File: src/hw/dram_timing_pkg.sv
package dram_timing_pkg;

   // One-hot access sequencer states.
   typedef enum logic [2:0] {
      ST_IDLE    = 3'b001,
      ST_ACCESS  = 3'b010,
      ST_REFRESH = 3'b100
   } seq_state_t;

   // Width of the shared row-strobe interval counter.
   localparam int unsigned TMR_W = 3;

   // Handshake style values.
   localparam logic HS_WAIT = 1'b0;
   localparam logic HS_ACK  = 1'b1;

   // Burst handshake codes.
   localparam logic [1:0] BURST_NONE = 2'b00;
   localparam logic [1:0] BURST_HALF = 2'b10;

   // Reset values of the programmed settings.
   localparam logic [1:0] CODE_RST = 2'h0;
   localparam logic       BIT_RST  = 1'b0;

   // Row strobe low time during refresh, in rising clock edges.
   function automatic logic [TMR_W-1:0] refresh_low(input logic [1:0] c);
      unique case (c)
         2'b00:   refresh_low = 3'h2;
         2'b01:   refresh_low = 3'h3;
         2'b10:   refresh_low = 3'h2;
         2'b11:   refresh_low = 3'h4;
      endcase
   endfunction

   // Row strobe precharge time, in rising clock edges.
   function automatic logic [TMR_W-1:0] precharge(input logic [1:0] c);
      unique case (c)
         2'b00:   precharge = 3'h1;
         2'b01:   precharge = 3'h2;
         2'b10:   precharge = 3'h2;
         2'b11:   precharge = 3'h3;
      endcase
   endfunction

   // Delay from the access row strobe to the first release, in half
   // clock periods; bit 0 set means the release lands on a low phase.
   function automatic logic [2:0] release_halves(input logic       ack,
                                                 input logic [1:0] c,
                                                 input logic       dly);
      if (ack) begin
         unique case (c)
            2'b00:   release_halves = 3'h0;
            2'b01:   release_halves = 3'h2;
            2'b10:   release_halves = 3'h1;
            2'b11:   release_halves = 3'h3;
         endcase
      end else begin
         unique case (c)
            2'b00:   release_halves = 3'h0;
            2'b01:   release_halves = 3'h1;
            2'b10:   release_halves = dly ? 3'h1 : 3'h0;
            2'b11:   release_halves = 3'h2;
         endcase
      end
   endfunction

endpackage

File: src/hw/strobe_timer.sv
// Down counter that times row strobe low and precharge intervals.
module strobe_timer
   import dram_timing_pkg::*;
(
   input  wire logic             i_mclk,
   input  wire logic             i_rst_n,
   input  wire logic             i_load,
   input  wire logic [TMR_W-1:0] i_value,
   output logic                  o_zero
);

   logic [TMR_W-1:0] cnt_r;   // Edges left in the interval.
   logic [TMR_W-1:0] cnt_nxt; // Next count.

   // A load wins over the running count; otherwise count down to zero.
   always_comb begin
      cnt_nxt = cnt_r;
      if (i_load) begin
         cnt_nxt = i_value;
      end else if (cnt_r != '0) begin
         cnt_nxt = cnt_r - 3'h1;
      end
   end

   // Count register; zero after reset so the first access is not held.
   always_ff @(posedge i_mclk or negedge i_rst_n) begin
      if (!i_rst_n) begin
         cnt_r <= '0;
      end else begin
         cnt_r <= cnt_nxt;
      end
   end

   assign o_zero = (cnt_r == '0);

endmodule

File: src/hw/dram_access_wait_timing.sv
module dram_access_wait_timing
   import dram_timing_pkg::*;
(
   input  wire logic       i_mclk,
   input  wire logic       i_rst_n,
   input  wire logic       i_program,
   input  wire logic       i_mode_select_bit,
   input  wire logic       i_handshake_type_bit,
   input  wire logic [1:0] i_burst_handshake_code,
   input  wire logic [1:0] i_first_access_delay_code,
   input  wire logic [1:0] i_row_strobe_timing_code,
   input  wire logic       i_addr_strobe,
   input  wire logic       i_chip_select_n,
   input  wire logic       i_access_hold_req_n,
   input  wire logic       i_column_enable_in_n,
   input  wire logic       i_refresh_req,
   input  wire logic       i_second_port_granted,
   output logic            o_row_strobe_n,
   output logic            o_wait_n,
   output logic            o_transfer_ack_n,
   output logic            o_refresh_active,
   output logic            o_mode_async
);

   logic rst_meta_r; // First reset release stage.
   logic rst_n;      // Released reset used by the whole block.

   // Reset is applied at once but released through two flops.
   always_ff @(posedge i_mclk or negedge i_rst_n) begin
      if (!i_rst_n) begin
         rst_meta_r <= 1'b0;
         rst_n      <= 1'b0;
      end else begin
         rst_meta_r <= 1'b1;
         rst_n      <= rst_meta_r;
      end
   end

   // Programmed settings.
   logic       hs_type_r,    hs_type_nxt;    // Acknowledge style when set.
   logic       async_r,      async_nxt;      // Asynchronous start mode.
   logic [1:0] burst_code_r, burst_code_nxt; // Burst handshake code.
   logic [1:0] delay_code_r, delay_code_nxt; // First access delay code.
   logic [1:0] rs_code_r,    rs_code_nxt;    // Row strobe timing code.

   // Settings move only on a programming pulse.
   always_comb begin
      hs_type_nxt    = hs_type_r;
      async_nxt      = async_r;
      burst_code_nxt = burst_code_r;
      delay_code_nxt = delay_code_r;
      rs_code_nxt    = rs_code_r;
      if (i_program) begin
         hs_type_nxt    = i_handshake_type_bit;
         async_nxt      = i_mode_select_bit;
         burst_code_nxt = i_burst_handshake_code;
         delay_code_nxt = i_first_access_delay_code;
         rs_code_nxt    = i_row_strobe_timing_code;
      end
   end

   // Settings registers.
   always_ff @(posedge i_mclk or negedge rst_n) begin
      if (!rst_n) begin
         hs_type_r    <= BIT_RST;
         async_r      <= BIT_RST;
         burst_code_r <= CODE_RST;
         delay_code_r <= CODE_RST;
         rs_code_r    <= CODE_RST;
      end else begin
         hs_type_r    <= hs_type_nxt;
         async_r      <= async_nxt;
         burst_code_r <= burst_code_nxt;
         delay_code_r <= delay_code_nxt;
         rs_code_r    <= rs_code_nxt;
      end
   end

   // Sequencer state.
   seq_state_t state_r,     state_nxt;     // Access, refresh or idle.
   logic       ras_n_r,     ras_n_nxt;     // Row strobe, active low.
   logic       ready_r,     ready_nxt;     // Handshake released.
   logic       half_r,      half_nxt;      // Release waits for low phase.
   logic       first_r,     first_nxt;     // First release already given.
   logic [1:0] rel_cnt_r,   rel_cnt_nxt;   // Edges left before release.
   logic       pend_r,      pend_nxt;      // Request waiting to start.
   logic       strobe_q_r;                 // Address strobe, last edge.
   logic       grant_q_r;                  // Second port grant, last edge.
   logic       ready_neg_r;                // Ready seen at the low phase.
   logic       req;                        // Start request this edge.
   logic       clear;                      // Nothing blocks a row strobe.
   logic       tmr_zero;                   // Interval counter expired.
   logic       tmr_load;                   // Reload the interval counter.
   logic [TMR_W-1:0] tmr_value;            // Interval reload value.
   logic [2:0] rel;                        // First release in halves.
   logic tmp_zero_w; // Expiry flag from the interval counter.

   strobe_timer u_timer (
      .i_mclk  (i_mclk),
      .i_rst_n (rst_n),
      .i_load  (tmr_load),
      .i_value (tmr_value),
      .o_zero  (tmp_zero_w)
   );
   assign tmr_zero = tmp_zero_w;

   // Next values of the sequencer. Accesses take priority over refresh
   // when both are ready in the same cycle; refresh waits its turn.
   always_comb begin
      state_nxt   = state_r;
      ras_n_nxt   = ras_n_r;
      ready_nxt   = ready_r;
      half_nxt    = half_r;
      first_nxt   = first_r;
      rel_cnt_nxt = rel_cnt_r;
      pend_nxt    = pend_r;
      tmr_load    = 1'b0;
      tmr_value   = '0;
      // Asynchronous mode needs a fresh strobe for every access.
      req = (async_r ? (i_addr_strobe && !strobe_q_r)
                     : i_addr_strobe) && !i_chip_select_n;
      // Codes with bit 0 set add one edge after the grant drops.
      clear = tmr_zero && !i_second_port_granted
              && !(grant_q_r && rs_code_r[0]);
      rel = release_halves(hs_type_r, delay_code_r, pend_r);
      unique case (state_r)
         ST_IDLE: begin
            ready_nxt = (hs_type_r == HS_WAIT);
            half_nxt  = 1'b0;
            if ((req || pend_r) && clear) begin
               state_nxt   = ST_ACCESS;
               ras_n_nxt   = 1'b0;
               pend_nxt    = 1'b0;
               half_nxt    = rel[0];
               rel_cnt_nxt = rel[2:1];
               first_nxt   = (rel[2:1] == 2'h0);
               ready_nxt   = (rel[2:1] == 2'h0);
            end else if (req || pend_r) begin
               // Held off: the request is remembered and ready is cleared.
               pend_nxt  = 1'b1;
               ready_nxt = 1'b0;
            end else if (i_refresh_req && tmr_zero
                         && !i_second_port_granted) begin
               state_nxt = ST_REFRESH;
               ras_n_nxt = 1'b0;
               tmr_load  = 1'b1;
               tmr_value = refresh_low(rs_code_r) - 3'h1;
            end
         end
         ST_ACCESS: begin
            if (first_r && i_access_hold_req_n) begin
               state_nxt = ST_IDLE;
               ras_n_nxt = 1'b1;
               first_nxt = 1'b0;
               half_nxt  = 1'b0;
               ready_nxt = (hs_type_r == HS_WAIT);
               tmr_load  = 1'b1;
               tmr_value = precharge(rs_code_r) - 3'h1;
            end else if (!first_r) begin
               if (rel_cnt_r == 2'h1) begin
                  ready_nxt = 1'b1;
                  first_nxt = 1'b1;
               end
               rel_cnt_nxt = rel_cnt_r - 2'h1;
            end else if (burst_code_r != BURST_NONE
                         && !i_access_hold_req_n) begin
               if (i_column_enable_in_n) begin
                  ready_nxt = 1'b0;
               end else if (!ready_r) begin
                  ready_nxt = 1'b1;
                  half_nxt  = (burst_code_r == BURST_HALF);
               end
            end
         end
         ST_REFRESH: begin
            if (tmr_zero) begin
               state_nxt = ST_IDLE;
               ras_n_nxt = 1'b1;
               tmr_load  = 1'b1;
               tmr_value = precharge(rs_code_r) - 3'h1;
            end
         end
         default: begin
            state_nxt = ST_IDLE;
            ras_n_nxt = 1'b1;
         end
      endcase
   end

   // Sequencer registers.
   always_ff @(posedge i_mclk or negedge rst_n) begin
      if (!rst_n) begin
         state_r    <= ST_IDLE;
         ras_n_r    <= 1'b1;
         ready_r    <= 1'b1;
         half_r     <= 1'b0;
         first_r    <= 1'b0;
         rel_cnt_r  <= 2'h0;
         pend_r     <= 1'b0;
         strobe_q_r <= 1'b0;
         grant_q_r  <= 1'b0;
      end else begin
         state_r    <= state_nxt;
         ras_n_r    <= ras_n_nxt;
         ready_r    <= ready_nxt;
         half_r     <= half_nxt;
         first_r    <= first_nxt;
         rel_cnt_r  <= rel_cnt_nxt;
         pend_r     <= pend_nxt;
         strobe_q_r <= i_addr_strobe;
         grant_q_r  <= i_second_port_granted;
      end
   end

   // Low-phase copy of ready; it lets a release land half a cycle
   // after the rising edge that decided it, while a drop stays prompt.
   // It only counts while the row strobe is low: in wait style ready is
   // already high when idle, and without this gate a half-cycle first
   // release would show at the start edge instead of the low phase.
   always_ff @(negedge i_mclk or negedge rst_n) begin
      if (!rst_n) begin
         ready_neg_r <= 1'b1;
      end else begin
         ready_neg_r <= ready_r && !ras_n_r;
      end
   end

   logic ready_out; // Handshake released as seen on the pins.
   assign ready_out = half_r ? (ready_r && ready_neg_r) : ready_r;

   // Handshake pins follow the programmed style.
   assign o_wait_n         = hs_type_r || ready_out;
   assign o_transfer_ack_n = !(hs_type_r && ready_out);
   assign o_row_strobe_n   = ras_n_r;
   assign o_refresh_active = (state_r == ST_REFRESH);
   assign o_mode_async     = async_r;

   // Checking helpers: edges the row strobe has been low or high.
   logic [2:0] lo_cnt_r;
   logic [2:0] hi_cnt_r;
   always_ff @(posedge i_mclk or negedge rst_n) begin
      if (!rst_n) begin
         lo_cnt_r <= 3'h0;
         hi_cnt_r <= 3'h7;
      end else begin
         lo_cnt_r <= ras_n_r ? 3'h0 : lo_cnt_r + 3'h1;
         hi_cnt_r <= !ras_n_r ? 3'h0
                   : (hi_cnt_r == 3'h7 ? hi_cnt_r : hi_cnt_r + 3'h1);
      end
   end
endmodule

File: config.mk
export PLATFORM = sky130hd
export DESIGN_NAME = dram_access_wait_timing
export DESIGN_NICKNAME = d
export VERILOG_FILES = /design/src/hw/dram_timing_pkg.sv /design/src/hw/strobe_timer.sv /design/src/hw/dram_access_wait_timing.sv
export SDC_FILE = /design/constraint.sdc
export NUM_CORES = 1
export LEC_CHECK = 0
export BUFFER_PORTS_ARGS = -buffer_cell sky130_fd_sc_hd__buf_2
export CAP_MARGIN = 10
export CORE_ASPECT_RATIO = 1.5
export CORE_MARGIN = 2
export CORE_UTILIZATION = 60
export CTS_CLUSTER_DIAMETER = 120
export CTS_CLUSTER_SIZE = 12
export DETAILED_ROUTE_END_ITERATION = 6
export GPL_ROUTABILITY_DRIVEN = 0
export PLACE_DENSITY = 0.9
export SLEW_MARGIN = 30
export SYNTH_ARGS = -nofsm -noshare
export SYNTH_HDL_FRONTEND = slang
export SYNTH_SLANG_ARGS = --single-unit
File: constraint.sdc
create_clock -name i_mclk -period 1.3 [get_ports i_mclk]
set_input_delay 0.065 -clock i_mclk [delete_from_list [all_inputs] [get_ports i_mclk]]
set_output_delay 0.065 -clock i_mclk [all_outputs]
set_load 0.02 [all_outputs]
==> results of run 1 <==
[metrics by stage]
stage	util	setup slack [ns]	setup TNS, ns	hold WS (ns)	instance area (um2)
after CTS	0.958	-0.571	-4.83	0.0199	2160
after global placement	0.816	-0.293	-3.42	-0.151	1840
after floorplan	-	-0.359	-3.25	-0.231	1510
after detailed placement	0.816	-0.381	-4.13	-0.148	1840
[timing repair]
action                                  4_1_cts
hold buffers                                 11
setup buffers                                 4
pin swaps                                    14
hold endpoints to repair                     12
gates resized for setup                      35
endpoints found under the setup margin       16
gates cloned                                  0
[synth_stat cells (all sizes together)]
cell	number	area [um2]
buf	2	22.5
conb	1	3.75
clkbuf	2	7.51
nand2b	4	25.0
and2	1	7.51
o211a	1	10.0
o31ai	2	15.0
a221o	2	21.3
a2bb2o	1	20.0
o21a	1	7.51
a211o	2	17.5
or2	2	12.5
o311a	1	10.0
nand3	2	15.0
a31oi	1	6.26
a2111oi	1	27.5
o21ai	9	45.0
o211ai	2	15.0
or3b	2	17.5
xor2	1	8.76
a21oi	12	63.8
o32a	1	11.3
and2b	2	15.0
nor2b	2	12.5
dfstp	3	78.8
nand4	2	12.5
mux2	6	67.6
a32oi	3	26.3
inv	9	33.8
o21bai	1	7.51
xnor2	1	8.76
nand2	13	48.8
nor2	10	37.5
nor3	3	20.0
nor3b	4	35.0
dfrtp	22	551
a2bb2oi	1	15.0
ha	7	87.6
[kinds of logic after synthesis]
family	share of synthesized area
xor gates and xnor gates	0.0121
muxes	0.0467
buffers and inverters	0.0441
and+or+nand+nor	0.179
other	0.00259
adders and majority gates	0.0605
DFF	0.435
AOI/OAI and AO/OA	0.220
==> flow_summary_export.csv, run 1 <==
group,metric,value,unit
floorplanning,io_pins,22,
cts,htree_levels,1,
placed_design,numPortBuffers,21,
floorplanning,die_w,44.1,um
logic_synthesis,syn_inst,142,
global_route,grt_start_max_net_pins,23,
sta,crit_endpoint,"o_transfer_ack_n",
cts,clock-sinks,25,
logic_synthesis,syn_area,0.00145,mm2
outcome,error_line,"[ERROR DPL-0038] Utilization greater than 100%, impossible to legalize",
floorplanning,start_util,0.641,
sta,endpoint_type,"top-level output",
logic_synthesis,synth_nets,166,
floorplanning,dieHeight,64.2,um
outcome,lastStage,"5_1_grt",
logic_synthesis,syn_area_per_cell,10.2,um2
cts,cts_made_buffers,3,
placed_design,hpwl,2730,um
cts,root_buffer,"clkbuf_4",
outcome,outcome,"did not finish",
logic_synthesis,synth_cell_type_count,43,
logic_synthesis,ys_seq_elements,25,
floorplanning,row_count,21,
logic_synthesis,yosysWarnings,0,
logic_synthesis,yosysSeqAreaShare,0.435,
cts,clockBufferDepth,2,
placed_design,dp.cells,214,
==> run 2, diff against run 1 <==
--- a/config.mk
+++ b/config.mk
@@ -7,14 +7,11 @@
 export LEC_CHECK = 0
 export BUFFER_PORTS_ARGS = -buffer_cell sky130_fd_sc_hd__buf_2
 export CAP_MARGIN = 10
-export CORE_ASPECT_RATIO = 1.5
 export CORE_MARGIN = 2
-export CORE_UTILIZATION = 60
-export CTS_CLUSTER_DIAMETER = 120
-export CTS_CLUSTER_SIZE = 12
+export CORE_UTILIZATION = 40
 export DETAILED_ROUTE_END_ITERATION = 6
 export GPL_ROUTABILITY_DRIVEN = 0
-export PLACE_DENSITY = 0.9
+export PLACE_DENSITY_LB_ADDON = 0.15
 export SLEW_MARGIN = 30
 export SYNTH_ARGS = -nofsm -noshare
 export SYNTH_HDL_FRONTEND = slang
==> flow_summary_export.csv, run 2 <==
group,metric,value,unit
drt,routedWlPerCell,14.3,um
final_layout,final_cell_count_no_fill,263,
power,power.total,3500,uW
logic_synthesis,synthFlopType,"dfrtp_1",
drt,finalWirelength,3750,um
logic_synthesis,synth_cell_type_count,43,
worst_setup_path,timing.rr.start,"state_r[0]",
worst_setup_path,startpoint_type,"flip-flop",
run,cap_violations,0,
worst_setup_path,reg2reg_setup_slack,-0.36,ns
sta,tns,-4.91,ns
logic_synthesis,synth_edf_count,0,
global_route,antenna_found_initial,0,
drt,vias,1365,
sta,hold_viol_final,0,
final_layout,final_cell_mix,"buf_4, dfrtp_1, buf_2",
placed_design,dp.cells,241,
placed_design,place_area,0.00190,mm2
logic_synthesis,yosysSeqAreaShare,0.435,
final_layout,final_cell_area,0.00229,mm2
sta,finalWorstSetupSlack,-0.573,ns
placed_design,numPortBuffers,21,
final_layout,utilization,0.671,
floorplanning,die_area,0.00412,mm2
placed_design,hpwl,2640,um
sta,finalClockSkew,0.0657,ns
drt,drtAntennaViolNets,0,
logic_synthesis,ys_seq_elements,25,
floorplanning,die_w,64.2,um
final_layout,antenna_cells,0,
logic_synthesis,syn_inst,142,
sta,setup_viol_count_final,16,
logic_synthesis,synthTopCellsByArea,"dfrtp_1, ha_1, dfstp_2",
logic_synthesis,synth-async-reset-ratio,1.00,
floorplanning,row_count,21,
cts,htree_levels,1,
final_layout,syn_to_final_growth,58.4,%
floorplanning,dieHeight,64.2,um
power,p_leak,0.00102,uW
cts,clockBufferDepth,2,
logic_synthesis,ys_top_cells_by_count,"dfrtp_1, nand2_1, a21oi_1",
floorplanning,core_area,0.00342,mm2
power,power_density,1530,mW/mm2
logic_synthesis,yosysWarnings,0,
floorplanning,start_util,0.424,
outcome,outcome,"complete, but fails checks",
drt,drtIter0Drc,30,
global_route,grt_pass1_vias,1421,
final_layout,layout_commonest_cell,"buf_4",
global_route,grt_start_max_net_pins,23,
final_layout,top_regs,"state_r x3, u_timer.cnt_r x3",
cts,cts_tree,"done",
cts,path_clk_slew,0.16,ns
logic_synthesis,synth_area_leader_cell,"dfrtp_1",
worst_setup_path,critPathKind,"flip-flop to output pin",
cts,clock-sinks,25,
worst_setup_path,end_kind,"output pin",
floorplanning,io_pins,22,
global_route,gr-total-overflow,0,
logic_synthesis,yosysMostFrequentCell,"dfrtp_1",
worst_setup_path,cp.required,1.24,ns
cts,root_buffer,"clkbuf_4",
worst_setup_path,startpoint,"ready_neg_r",
global_route,track_usage,0.201,
logic_synthesis,syn_area,0.00145,mm2
cts,worstSkewPairLatency,0.39,ns
logic_synthesis,yosysTopAreaCellShare,0.380,
logic_synthesis,syn_area_per_cell,10.2,um2
sta,drv_slew,0,
global_route,grt_pass1_wl,6530,um
cts,cts_made_buffers,3,
min_path,hold_class,"input pin to async pin",
drt,drc_errors,0,
sta,rsz0062_at_grt,"true",
drt,drt_pass1_iterations,4,
drt,routed_via_density,5.19,
final_layout,drive_above_1_share,0.544,
worst_setup_path,crit_fanout,2,
power,ir_worst_vdd,0.756,mV
final_layout,nets,242,
worst_setup_path,cp.arrival,1.81,ns
outcome,violations,"setup timing",
final_layout,fill_cells,269,
logic_synthesis,synth_nets,166,
worst_setup_path,r2r_cells,5,
## run 2: cell counts after synthesis
No cell type changed its count.
## run 2: worst paths after layout
check,endpoint
worst min-delay path,rst_n
worst max register to register,u_timer.cnt_r[0]
worst min register to register,delay_code_r[0]
worst max-delay path,o_wait_n
min in group i_mclk,burst_code_r[0]
max in group asynchronous,ready_neg_r
## run 2: cell type report
class / count / area (um2) / share of cell area
timing repair buffer: 75 / 598 / 0.261
inverter: 8 / 30.0 / 0.0131
multi-input combinational: 104 / 943 / 0.411
tap: 46 / 57.6 / 0.0251
clock inverter: 2 / 10.0 / 0.00436
sequential: 25 / 632 / 0.276
clock buffer: 3 / 22.5 / 0.00982
## run 2: logic make-up after synthesis
group,Yosys count,synth area share
AOI/OAI and AO/OA,41,0.220
muxes,6,0.0467
DFF,25,0.435
buffers and inverters,13,0.0441
and+or+nand+nor,47,0.179
xor gates and xnor gates,2,0.0121
adders and majority gates,7,0.0605
other,1,0.00259
## run 2: what timing repair did
| action | 4_1_cts | 5_1_grt |
|---|---|---|
| setup endpoints to repair | 16 | 17 |
| hold buffers | 11 | 0 |
| endpoints found under the hold margin | 12 | 0 |
| pin swaps | 13 | 8 |
| setup buffers | 4 | 8 |
| resized for setup | 36 | 15 |
## run 2: per-layer routing
layer	routed length, um	global-route usage	part of all wire	vias to the layer above
met5	0	0	0	-
met4	57	0.0612	0.015	0
li1	-	-	-	655
met2	1830	0.346	0.49	42
met1	1670	0.264	0.45	662
met3	195	0.0246	0.052	6
## run 2: worst max-delay path, cell delays in order, from the launching register on
cell	delay, ns
dfstp_2	0.53
o21ai_2	0.05
nand2b_1	0.07
buf_6	0.11
## run 2: metrics by stage
step           hold slack, ns  setup WS (ns)
5_1_grt               0.00206         -0.655
6_report               0.0236         -0.573
3_5_place_dp           -0.145         -0.327
3_3_place_gp           -0.148         -0.319
2_1_floorplan          -0.231         -0.359
4_1_cts                0.0176         -0.594
## run 2: power breakdown
group / switching (uW) / internal [uW] / total, uW / leakage [uW]
Clock: 270 / 124 / 394 / 0.0000236
Combinational: 864 / 1110 / 1970 / 0.000698
Sequential: 148 / 983 / 1130 / 0.000295
Power figures use the tool's default switching activity.
